--- src/logic/pefd_pkg.sv ---
// Package with widths, defaults and state codes for the edge divider
package pefd_pkg;
  localparam int CNT_W = 16;
  localparam logic [CNT_W-1:0] RATIO_RESET = 16'h0002;
  localparam logic [CNT_W-1:0] PULSE_RESET = 16'h0001;
  localparam logic [CNT_W-1:0] START_RESET = 16'h0000;
  localparam logic [CNT_W-1:0] SETTING_MIN = 16'h0001;
  localparam logic [CNT_W-1:0] COUNT_ZERO = 16'h0000;
  localparam logic [CNT_W-1:0] COUNT_ONE = 16'h0001;

  typedef enum logic [1:0] {
    PEFD_IDLE = 2'b00,
    PEFD_DELAY = 2'b01,
    PEFD_RUN = 2'b10
  } pefd_state_t;
endpackage

--- src/logic/pefd_divider.sv ---
// Programmable divider of a rising-edge stream with phase and high time
`timescale 1ns/100ps
// Contract
// Count only rising edges of the input
// Output period equals ratio in edges
// High time equals pulse length edges
// Counter starts from start count
// High at count one plus ratio multiples
// Start zero: high on first edge
// Start five: high on sixth edge
// Integrator keeps pulse length below ratio; the code does not limit pulse_len by ratio, it only raises it to at least one
module pefd_divider #(
  parameter int CNT_W = pefd_pkg::CNT_W
) (
  input wire logic clock,
  input wire logic rst_n,
  input wire logic freq_in,
  input wire logic [CNT_W-1:0] ratio,
  input wire logic [CNT_W-1:0] pulse_len,
  input wire logic [CNT_W-1:0] start_count,
  output logic freq_out
);
  pefd_pkg::pefd_state_t state;
  pefd_pkg::pefd_state_t next_state;
  logic [CNT_W-1:0] delay_left;
  logic [CNT_W-1:0] next_delay_left;
  logic [CNT_W-1:0] phase;
  logic [CNT_W-1:0] next_phase;
  logic [CNT_W-1:0] ratio_eff;
  logic [CNT_W-1:0] pulse_eff;
  logic next_freq_out;
  logic rise;

  // Ratio and pulse length below the minimum are raised to one rather than stalling
  function automatic logic [CNT_W-1:0] at_least_one(
    input logic [CNT_W-1:0] v
  );
    at_least_one = (v < CNT_W'(pefd_pkg::SETTING_MIN)) ?
      CNT_W'(pefd_pkg::SETTING_MIN) : v;
  endfunction

  assign ratio_eff = at_least_one(ratio);
  assign pulse_eff = at_least_one(pulse_len);

  pefd_rise_detect u_rise (
    .clock(clock),
    .rst_n(rst_n),
    .level(freq_in),
    .rise(rise)
  );

  always_comb begin
    next_state = state;
    next_delay_left = delay_left;
    next_phase = phase;
    next_freq_out = freq_out;
    case (state)
      pefd_pkg::PEFD_IDLE: begin
        next_state = pefd_pkg::PEFD_DELAY;
      end
      pefd_pkg::PEFD_DELAY: begin
        if (rise) begin
          if (delay_left == CNT_W'(pefd_pkg::COUNT_ZERO)) begin
            // Counter reaches one on this edge: first high phase
            next_state = pefd_pkg::PEFD_RUN;
            next_freq_out = 1'b1;
            next_phase = (ratio_eff == CNT_W'(pefd_pkg::COUNT_ONE)) ?
              CNT_W'(pefd_pkg::COUNT_ZERO) : CNT_W'(pefd_pkg::COUNT_ONE);
          end else begin
            next_delay_left = delay_left - CNT_W'(pefd_pkg::COUNT_ONE);
          end
        end
      end
      pefd_pkg::PEFD_RUN: begin
        if (rise) begin
          // Phase zero is count one plus a multiple of the ratio
          next_freq_out = (phase < pulse_eff);
          if (phase >= ratio_eff - CNT_W'(pefd_pkg::COUNT_ONE)) begin
            next_phase = CNT_W'(pefd_pkg::COUNT_ZERO);
          end else begin
            next_phase = phase + CNT_W'(pefd_pkg::COUNT_ONE);
          end
        end
      end
      default: begin
        next_state = pefd_pkg::PEFD_IDLE;
        next_freq_out = 1'b0;
      end
    endcase
  end

  // Reset is synchronous, so the start count is captured while it is held
  always_ff @(posedge clock) begin
    if (!rst_n) begin
      state <= pefd_pkg::PEFD_IDLE;
      delay_left <= start_count;
      phase <= CNT_W'(pefd_pkg::COUNT_ZERO);
      freq_out <= 1'b0;
    end else begin
      state <= next_state;
      delay_left <= next_delay_left;
      phase <= next_phase;
      freq_out <= next_freq_out;
    end
  end
endmodule

--- src/logic/pefd_rise_detect.sv ---
// Rising edge detector for a synchronous input level
`timescale 1ns/100ps
module pefd_rise_detect (
  input wire logic clock,
  input wire logic rst_n,
  input wire logic level,
  output logic rise
);
  logic last;
  logic next_last;

  always_comb begin
    next_last = level;
  end

  always_ff @(posedge clock) begin
    if (!rst_n) begin
      last <= 1'b0;
    end else begin
      last <= next_last;
    end
  end

  // A level already high at reset release raises rise on the clock the divider spends idle, so it is not counted
  assign rise = level & ~last;
endmodule

--- config.mk ---
export PLATFORM = sky130hd
export DESIGN_NAME = pefd_divider
export DESIGN_NICKNAME = d
export VERILOG_FILES = /design/src/logic/pefd_pkg.sv /design/src/logic/pefd_divider.sv /design/src/logic/pefd_rise_detect.sv
export SDC_FILE = /design/constraint.sdc
export NUM_CORES = 1
export LEC_CHECK = 0
export BUFFER_PORTS_ARGS = -buffer_cell sky130_fd_sc_hd__buf_2
export CAP_MARGIN = 25
export CELL_PAD_IN_SITES_DETAIL_PLACEMENT = 1
export CELL_PAD_IN_SITES_GLOBAL_PLACEMENT = 2
export CORE_ASPECT_RATIO = 0.7
export CORE_UTILIZATION = 35
export CTS_BUF_LIST = sky130_fd_sc_hd__clkbuf_8
export DETAILED_ROUTE_END_ITERATION = 8
export PLACE_DENSITY_LB_ADDON = 0.1
export SLEW_MARGIN = 0
export SYNTH_ARGS = -nofsm -noshare
export SYNTH_HDL_FRONTEND = slang
export SYNTH_HIERARCHICAL = 1
export SYNTH_SLANG_ARGS = --single-unit
--- constraint.sdc ---
create_clock -name clock -period 5.26 [get_ports clock]
set_input_delay 0.526 -clock clock [delete_from_list [all_inputs] [get_ports clock]]
set_output_delay 0.526 -clock clock [all_outputs]
set_load 0.01 [all_outputs]
Word level (Yosys, flattened, before mapping)
Cells that the tools add are included.

cells by class
  shift operators = 0
  mux-type cells = 19
  reduce and logical (&&, ||, !) cells = 7
  add/subtract/negate cells = 3
  divide/modulo/power cells = 0
  bitwise operators = 4
  magnitude comparators = 4
  equal/unequal tests = 9
  multiply operators = 0

operators by type and width
  cell                                                                           count
  16-bit two-way mux                                                             10
  16-bit by 1-bit less-than comparator with 1-bit output, second input constant  2
  16-bit case mux with 2 select lines                                            1
  16-bit by 1-bit subtractor with 16-bit output, second input constant           2
  16-bit by 1-bit adder with 16-bit output, second input constant                1
  16-bit by 1-bit equality test with 1-bit output, second input constant         1
  16-bit >= comparator                                                           1
  16-bit logical NOT                                                             1
  16-bit less-than comparator                                                    1
  2-bit != test, second input constant                                           4
  4-bit AND reduction                                                            2
  2-bit case mux with 3 select lines                                             1
  3-bit AND reduction                                                            2
  1-bit two-way mux                                                              4
  2-bit two-way mux                                                              2
  2-bit by 1-bit != test with 1-bit output, second input constant                2
  1-bit NOT                                                                      3
  1-bit case mux with 3 select lines                                             1
  2-bit by 1-bit equality test with 1-bit output, second input constant          1
  2-bit equality test, second input constant                                     1
  2-bit logical NOT                                                              1
  2-bit nonzero test                                                             1
  1-bit bitwise AND                                                              1

storage, ports and cells
  word-level logic and storage cells = 51
  RAM bits = 0
  memories = 0
  memory bits (read-only) = 0
  input port bits = 51
  latch bits = 0
  bits in registers = 36
  output and inout port bits = 1

Depth between registers and ports, before layout
Gate-level depths: netlist (run 1).

  depth in word-level cells = 7
  gate-level depth with buffers = 18
  depth with buffers taken out = 17

By module
Netlist (run 1), hierarchy kept.

by module, submodules not included
  module            times used  cells an instance  seq. area each (sq um)  area each (sq um)
  pefd_divider      1           372                860.8                   3,095.5
  pefd_rise_detect  1           3                  20.0                    40.0

Worst setup path after synthesis (run 1)
OpenSTA, ideal clock, no wires.

  path type = input to register
  start point = input ratio[10]
  end point = register phase[5]
  slack = 1.433 ns
  buffers on the path = 1
  library setup time = 0.057 ns
  data arrival time = 3.769 ns
  stages on the path = 18
  data required time = 5.203 ns
  cell sequence = or4_1 -> nor4_2 -> nand3_1 -> nor2_1 -> or2_2 -> inv_1 -> ha_1 -> nand2_1 -> nor4_1 -> xnor2_1 -> ha_1 -> a21oi_1 -> o211ai_1 -> a2111oi_2 -> o211ai_2 -> buf_6 -> nor4_2 -> a21o_1

between the ends
  word-level cells in the longest chain between the ends = 7

RTL lines
  element                                                 RTL line             text
  start: declaration                                      pefd_divider.sv:18   input wire logic [CNT_W-1:0] ratio,
  16-bit by 1-bit less-than comparator with 1-bit output  pefd_divider.sv:38   at_least_one = (v < CNT_W'(pefd_pkg::SETTING_MIN)) ?
  16-bit two-way mux *                                    pefd_divider.sv:38
  16-bit by 1-bit subtractor with 16-bit output *         pefd_divider.sv:78   if (phase >= ratio_eff - CNT_W'(pefd_pkg::COUNT_ONE)) begin
  16-bit >= comparator *                                  pefd_divider.sv:78
  16-bit two-way mux *                                    pefd_divider.sv:78
  16-bit two-way mux *                                    pefd_divider.sv:75   if (rise) begin
  16-bit case mux with 2 select lines *                   pefd_divider.sv:57   case (state)
  end signal: assignment                                  pefd_divider.sv:97   phase <= CNT_W'(pefd_pkg::COUNT_ZERO);
  end signal: assignment                                  pefd_divider.sv:102  phase <= next_phase;
  end: declaration                                        pefd_divider.sv:27   logic [CNT_W-1:0] phase;

Every way passes the cells marked *; elsewhere a longest branch is shown, timed or not. The select of a mux whose other input is x is not followed.
A chain may end at the register's enable or synchronous reset.

Final worst setup path (run 1)
  start point = input ratio[10]
  end point = register phase[9]

Same word-level chain as after synthesis.

==> results of run 1 <==
==> worst min-delay path by stage <==
stage / from / slack [ns] / end / cells after the start
finish: freq_in / 0.44 / u_rise/last / 2
global route: freq_in / 0.43 / u_rise/last / 2
CTS: freq_in / 0.44 / u_rise/last / 2
detailed placement: freq_out / 0.48 / freq_out / 2
global placement: state[0] / 0.47 / state[0] / 2
floorplan: state[0] / 0.45 / state[0] / 2
==> synth_stat cells (all sizes together) <==
library cell,number,area (um2)
ha,39,488
nor2,39,146
inv,33,124
nand2,28,105
a21oi,23,115
o21ai,22,110
dfxtp,20,400
xnor2,20,175
edfxtp,16,480
nor3,15,80.1
nand3,13,65.1
nor4,12,109
a21o,9,67.6
xor2,9,78.8
nand4,8,50.1
or4,6,45.0
and3,5,31.3
nor3b,5,37.5
or3,5,31.3
a2111oi,4,47.6
clkbuf,4,15.0
nor2b,4,32.5
o211ai,4,35.0
or2,4,25.0
and2,3,18.8
buf,3,20.0
mux2,3,33.8
a221o,2,20.0
a41oi,2,17.5
o31ai,2,15.0
a22o,1,8.76
a22oi,1,7.51
a31oi,1,6.26
a32o,1,10.0
a32oi,1,8.76
and4,1,8.76
mux2i,1,10.0
nand3b,1,7.51
nor4b,1,8.76
o2111ai,1,8.76
o211a,1,10.0
o221a,1,11.3
or3b,1,8.76
==> state kept, by name (all words and copies together) (netlist names) <==
register	cells
delay_left	16
freq_out	1
phase	16
state	2
u_rise/last	1
==> layout make-up <==
cell class | count | area, um2 | area share (%)
clock buffer | 5 | 68.8 | 1.91
clock inverter | 3 | 18.8 | 0.521
inverter | 33 | 124 | 3.44
multi-input combinational | 299 | 2100 | 58.2
sequential | 36 | 881 | 24.4
tap | 120 | 150 | 4.17
timing repair buffer | 52 | 263 | 7.29
==> where the power goes <==
part	switching, mW	internal [mW]
registers	0.0204	0.316
logic	0.0745	0.0595
clock network	0.116	0.0926
==> cells by family after synthesis <==
logic type	share of synthesized area (%)
adder cells (fa/ha/maj)	15.6
multiplexers	1.40
flip-flops	28.1
buffers and inverters	5.07
AND/OR/NAND/NOR	25.9
AO/OA/AOI/OAI	15.9
XOR/XNOR	8.10
==> worst max-delay path, cell delays in order <==
cell,delay [ns]
buf_2,0.12
or4_1,0.61
nor4_2,0.29
nand3_1,0.14
nor2_1,0.09
or2_2,0.12
inv_1,0.05
ha_1,0.23
nand2_1,0.17
nor4_1,0.09
xnor2_1,0.13
ha_1,0.33
a21oi_1,0.08
o211ai_1,0.27
o31ai_1,0.15
o211ai_2,0.77
o21ai_0,0.21
mux2_2,0.30
==> metal layers <==
| metal | vias up | global-route usage (%) | part of all wire, % |
|---|---|---|---|
| met3 | 4 | 3.73 | 3.8 |
| met2 | 52 | 27.4 | 38 |
| met1 | 1331 | 29.6 | 58 |
| met4 | 0 | 2.73 | 0.53 |
| li1 | 1469 | - | - |
| met5 | - | 0 | 0 |
==> impl_metrics.csv, run 1 <==
group,metric,value,unit
timing,worst_pin_slew,0.962,ns
critical_path,worstReg2RegStart,"phase[5]",
timing,grt_setup_unrepaired,"no",
timing,setup_slack,0.759,ns
place,dp.cells,540,
grt,antenna_found_initial,0,
critical_path,critPathMaxFanout,23,
synthesis,yosysUniqueCellTypes,54,
critical_path,critPathLaunchType,"primary input",
final_layout,syn2layout_area_growth,15.0,%
drt,drt_wl_total,8450,um
synthesis,syn_area,0.00314,mm2
grt,grt_start_max_net_pins,44,
timing,relSlewSlack,35.7,%
drt,ant_nets,0,
timing,hold_ws,0.436,ns
drt,vias,2856,
cts,clk_pin_slew_worst_paths,0.09,ns
hold_path,holdCritPathClass,"primary input to flip-flop",
critical_path,r2r_cells,7,
place,hpwl,6820,um
drt,drtIter0Drc,91,
cts,cts_buffer_depth,2,
final_layout,layout_common_cells,"buf_2 (51), nor2_1 (39), ha_1 (39)",
cts,insertion_delay,0.30,ns
drt,routedWlPerCell,15.4,um
drt,drc,0,
critical_path,path_class,"primary input to flip-flop",
drt,first_pass_iters,4,
pwr,powerDensity,188,mW/mm2
synthesis,synth-seq-cells,36,
final_layout,n_antenna_cell,0,
synthesis,avgSynthCellArea,8.36,um2
cts,numCtsBuffers,5,
timing,finalSetupTns,0,ns
synthesis,syn_nets,465,
cts,cts_sinks,36,
timing,setup_viol,0,
pwr,p_total,0.679,mW
critical_path,startpoint,"ratio[10]",
timing,fin_worst_skew,0.0106,ns
final_layout,final_cell_count_no_fill,548,
timing,final_max_slew_viol_count,0,
cts,cts_tree,"yes",
grt,grt_usage,19.2,%
cts,cts_max_level,2,
final_layout,final_area,0.00360,mm2
cts,cts_root_buf,"clkbuf_8",
critical_path,endpoint_kind,"flip-flop",
place,place.gp.congestion,0.752,
synthesis,seq_area_frac_synth,28.1,%
grt,grt-ovfl-total,0,
drt,vias_per_cell,5.21,
cts,post_cts_buffers,0,
grt,grt_first_pass_wirelength,13800,um
critical_path,r2r_slack,2.34,ns
final_layout,finish.utilization,42.0,%
cts,ctsHoldBuffers,0,
synthesis,syn_inst,375,
floorplan,die_w,115,um
outcome,outcome,"finished, final reports clean",
cts,post_cts_resized,0,
synthesis,synth_warnings,6,
floorplan,rows,28,
floorplan,start_util,36.5,%
pwr,ir_worst_vdd,93.3,uV
flow_run,max_cap_viol_count,0,
final_layout,layout-drive-gt1-share,18.0,%
place,post-place-ws,0.430,ns
floorplan,die_h,81.2,um
floorplan,core,0.00858,mm2
final_layout,layout_commonest_cell,"buf_2",
place,portBuffers,51,
pwr,leakage,1.56,nW
critical_path,arrival,4.69,ns
timing,hold_viol_final,0,
timing,fmax,222,MHz
critical_path,worstSetupEndpoint,"phase[9]",
critical_path,r2r-end,"phase[10]",
floorplan,die-area,0.00935,mm2
grt,first_global_vias,2741,
floorplan,io_pins,52,
place,dpl_cell_area,0.00352,mm2
final_layout,nNetsFinal,517,
critical_path,worstPathRequired,5.45,ns
timing,final.min_clock_period,4.50,ns
timing,min_period_over_period,85.6,%
final_layout,fillers,1085,
Note: power is estimated with default switching activity, not from simulation.
==> inputs of run 2 (changes only) <==
--- a/config.mk
+++ b/config.mk
@@ -5,15 +5,17 @@
 export SDC_FILE = /design/constraint.sdc
 export NUM_CORES = 1
 export LEC_CHECK = 0
+export ABC_AREA = 1
+export ABC_CLOCK_PERIOD_IN_PS = 5260
 export BUFFER_PORTS_ARGS = -buffer_cell sky130_fd_sc_hd__buf_2
 export CAP_MARGIN = 25
 export CELL_PAD_IN_SITES_DETAIL_PLACEMENT = 1
 export CELL_PAD_IN_SITES_GLOBAL_PLACEMENT = 2
 export CORE_ASPECT_RATIO = 0.7
-export CORE_UTILIZATION = 35
+export CORE_UTILIZATION = 33
 export CTS_BUF_LIST = sky130_fd_sc_hd__clkbuf_8
 export DETAILED_ROUTE_END_ITERATION = 8
-export PLACE_DENSITY_LB_ADDON = 0.1
+export PLACE_DENSITY = 0.89
 export SLEW_MARGIN = 0
 export SYNTH_ARGS = -nofsm -noshare
 export SYNTH_HDL_FRONTEND = slang
==> run 2 against run 1 <==
Against the previous run:
- routed wire length is 0.33% higher
- cell count is 17% higher
- final area is 4.8% higher
- critical path type unchanged
- the flow now finishes with violations (design-rule violations)
- sequential share of layout area is 1.1 points lower
- largest power group unchanged
- clock power hardly changed
- sequential cell count stayed put
- clock-buffer cell count is 1 higher
- via count is 7.5% higher
- first-iteration DRC count is 19% lower
- worst setup slack better by 0.38 ns
- register-to-register slack better by 0.56 ns
==> impl_metrics.csv, run 2 <==
group,metric,value,unit
cts,cts_buffer_depth,2,
synthesis,yosys_most_used_dff,"dfxtp_1",
synthesis,synth_commonest_cells,"nand2_1 (87), nor2_1 (86), inv_1 (63), ha_1 (39), a21oi_1 (24)",
synthesis,avgSynthCellArea,7.09,um2
floorplan,core,0.00968,mm2
grt,grt-ovfl-total,0,
timing,relSlewSlack,37.2,%
floorplan,io_pins,52,
timing,final_max_slew_viol_count,0,
critical_path,critPathMaxFanout,16,
synthesis,syn_nets,553,
timing,fin_worst_skew,0.00990,ns
grt,first_global_vias,3099,
synthesis,synth-seq-cells,36,
cts,post_cts_resized,0,
drt,drc,2,
synthesis,synth.most_common_cell,"nand2_1",
timing,hold_viol_final,0,
drt,drt_wl_total,8480,um
floorplan,die_h,85.4,um
synthesis,syn_area,0.00328,mm2
cts,ctsHoldBuffers,0,
drt,vias,3071,
place,hpwl,6900,um
pwr,p_total,0.668,mW
cts,clk_pin_slew_worst_paths,0.08,ns
place,portBuffers,51,
outcome,failed_checks,"design-rule violations",
grt,grt_usage,17.4,%
critical_path,arrival,4.30,ns
grt,grt_first_pass_wirelength,14500,um
timing,setup_viol,0,
flow_run,max_cap_viol_count,0,
final_layout,nNetsFinal,604,
synthesis,synth_warnings,6,
critical_path,critPathLaunchType,"primary input",
cts,cts_tree,"yes",
place,dpl_cell_area,0.00365,mm2
critical_path,worstPathRequired,5.44,ns
timing,min_period_over_period,78.4,%
cts,cts_sinks,36,
timing,finalSetupTns,0,ns
final_layout,n_antenna_cell,0,
final_layout,final_area,0.00378,mm2
final_layout,finish.utilization,39.0,%
final_layout,layout_common_cells,"nand2_1 (87), nor2_1 (86), inv_1 (64)",
drt,ant_nets,0,
synthesis,yosysUniqueCellTypes,39,
hold_path,holdCritPathClass,"primary input to flip-flop",
timing,grt_setup_unrepaired,"no",
cts,insertion_delay,0.29,ns
pwr,powerDensity,177,mW/mm2
critical_path,endpoint_kind,"flip-flop",
cts,cts_root_buf,"clkbuf_8",
final_layout,reg_top3,"delay_left (16), phase (16), state (2)",
synthesis,synth_top_area_share,14.9,%
timing,final.min_clock_period,4.12,ns
floorplan,start_util,33.9,%
synthesis,netlist.top_cell.by_area,"ha_1",
cts,numCtsBuffers,5,
drt,drtIter0Drc,74,
synthesis,synth_edf_count,16,
final_layout,syn2layout_area_growth,15.1,%
final_layout,layout-drive-gt1-share,15.9,%
final_layout,layout_commonest_cell,"nand2_1",
grt,grt_start_max_net_pins,36,
timing,setup_slack,1.14,ns
cts,post_cts_buffers,0,
outcome,outcome,"finished, violations left",
cts,cts_max_level,2,
drt,routedWlPerCell,13.2,um
drt,first_pass_iters,6,
grt,antenna_found_initial,0,
synthesis,seq_area_frac_synth,26.8,%
pwr,leakage,1.78,nW
drt,vias_per_cell,4.78,
synthesis,syn_inst,463,
timing,fmax,243,MHz
place,place.gp.congestion,0.799,
floorplan,die_w,121,um
synthesis,ys_async_sr_fraction,0,%
critical_path,path_class,"primary input to flip-flop",
floorplan,die-area,0.0104,mm2
pwr,ir_worst_vdd,106,uV
timing,worst_pin_slew,0.942,ns
place,post-place-ws,0.848,ns
floorplan,rows,30,
synthesis,synth_area_leaders,"ha_1 (15%), edfxtp_1 (15%), dfxtp_1 (12%), nand2_1 (10%), nor2_1 (9.8%)",
[run 2: cell count changes after synthesis, sizes merged, moves of 6 or more]
cell / change
a21o: -9
or4: -6
nor2: +55
nor3: -6
xor2: +9
a22oi: +10
inv: +31
nor4: -12
xnor2: -12
nand2: +64
[run 2: where the power goes]
group	internal [mW]	switching, mW	total, mW
combinational	0.0528	0.0828	0.136
sequential	0.311	0.00931	0.320
clock	0.105	0.107	0.212
total	0.468	0.199	0.668
[run 2: logic make-up after synthesis]
kind of cell	after synthesis	synth area share [%]
flops	36	26.8
buf+inv	73	8.81
xor+xnor	26	6.94
simple gates	222	30.5
fa+ha+maj	39	14.9
compound gates	67	12.1
[run 2: worst max-delay path, stage by stage]
cell and delay [ns]:
buf_2 0.09, inv_1 0.07, nand2_1 0.09, nor2_1 0.05, nand2_1 0.10, nor3_1 0.06, nor2_1 0.21, ha_1 0.26
nand2_1 0.10, nor3_1 0.24, nand2_1 0.14, nor2_1 0.19, nand3_1 0.15, nor2_1 0.14, xor2_1 0.15, inv_1 0.06
ha_1 0.26, nand2_1 0.06, inv_1 0.06, nand3_1 0.09, nor3_1 0.22, nand3_1 0.11, nand3_1 0.52, nor2_1 0.11
a22oi_1 0.19, nor2_1 0.06
[run 2: layout make-up]
type | count | area (um2)
timing repair buffer | 52 | 283
clock inverter | 2 | 11.3
inverter | 65 | 244
clock buffer | 6 | 82.6
fill | 1239 | 5910
multi-input combinational | 354 | 2110
tap | 128 | 160
sequential | 36 | 881
[run 2: path summary, 6_finish.rpt]
check | start | to | slack (ns) | depth (start not counted)
setup / recovery | ratio[10] | phase[12] | 1.14 | 26
hold / removal | freq_in | u_rise/last | 0.45 | 3
setup reg to reg | delay_left[0] | delay_left[14] | 2.90 | 11
hold reg to reg | freq_out | freq_out | 0.49 | 2
[run 2: per-stage QoR]
step | instances | hold WS [ns]
after CTS | 642 | 0.448
final | 643 | 0.451
after global placement | 634 | 0.466
after detailed placement | 634 | 0.473
after floorplan | 463 | 0.487
after global routing | 643 | 0.464
[run 2: layer usage]
metal / GRT usage (%) / vias to the layer above / part of all wire [%]
met5: 0 / - / 0
met4: 2.24 / 0 / 0.17
met3: 2.49 / 2 / 3.1
met2: 26.9 / 37 / 41
met1: 26.0 / 1419 / 55
li1: - / 1613 / -
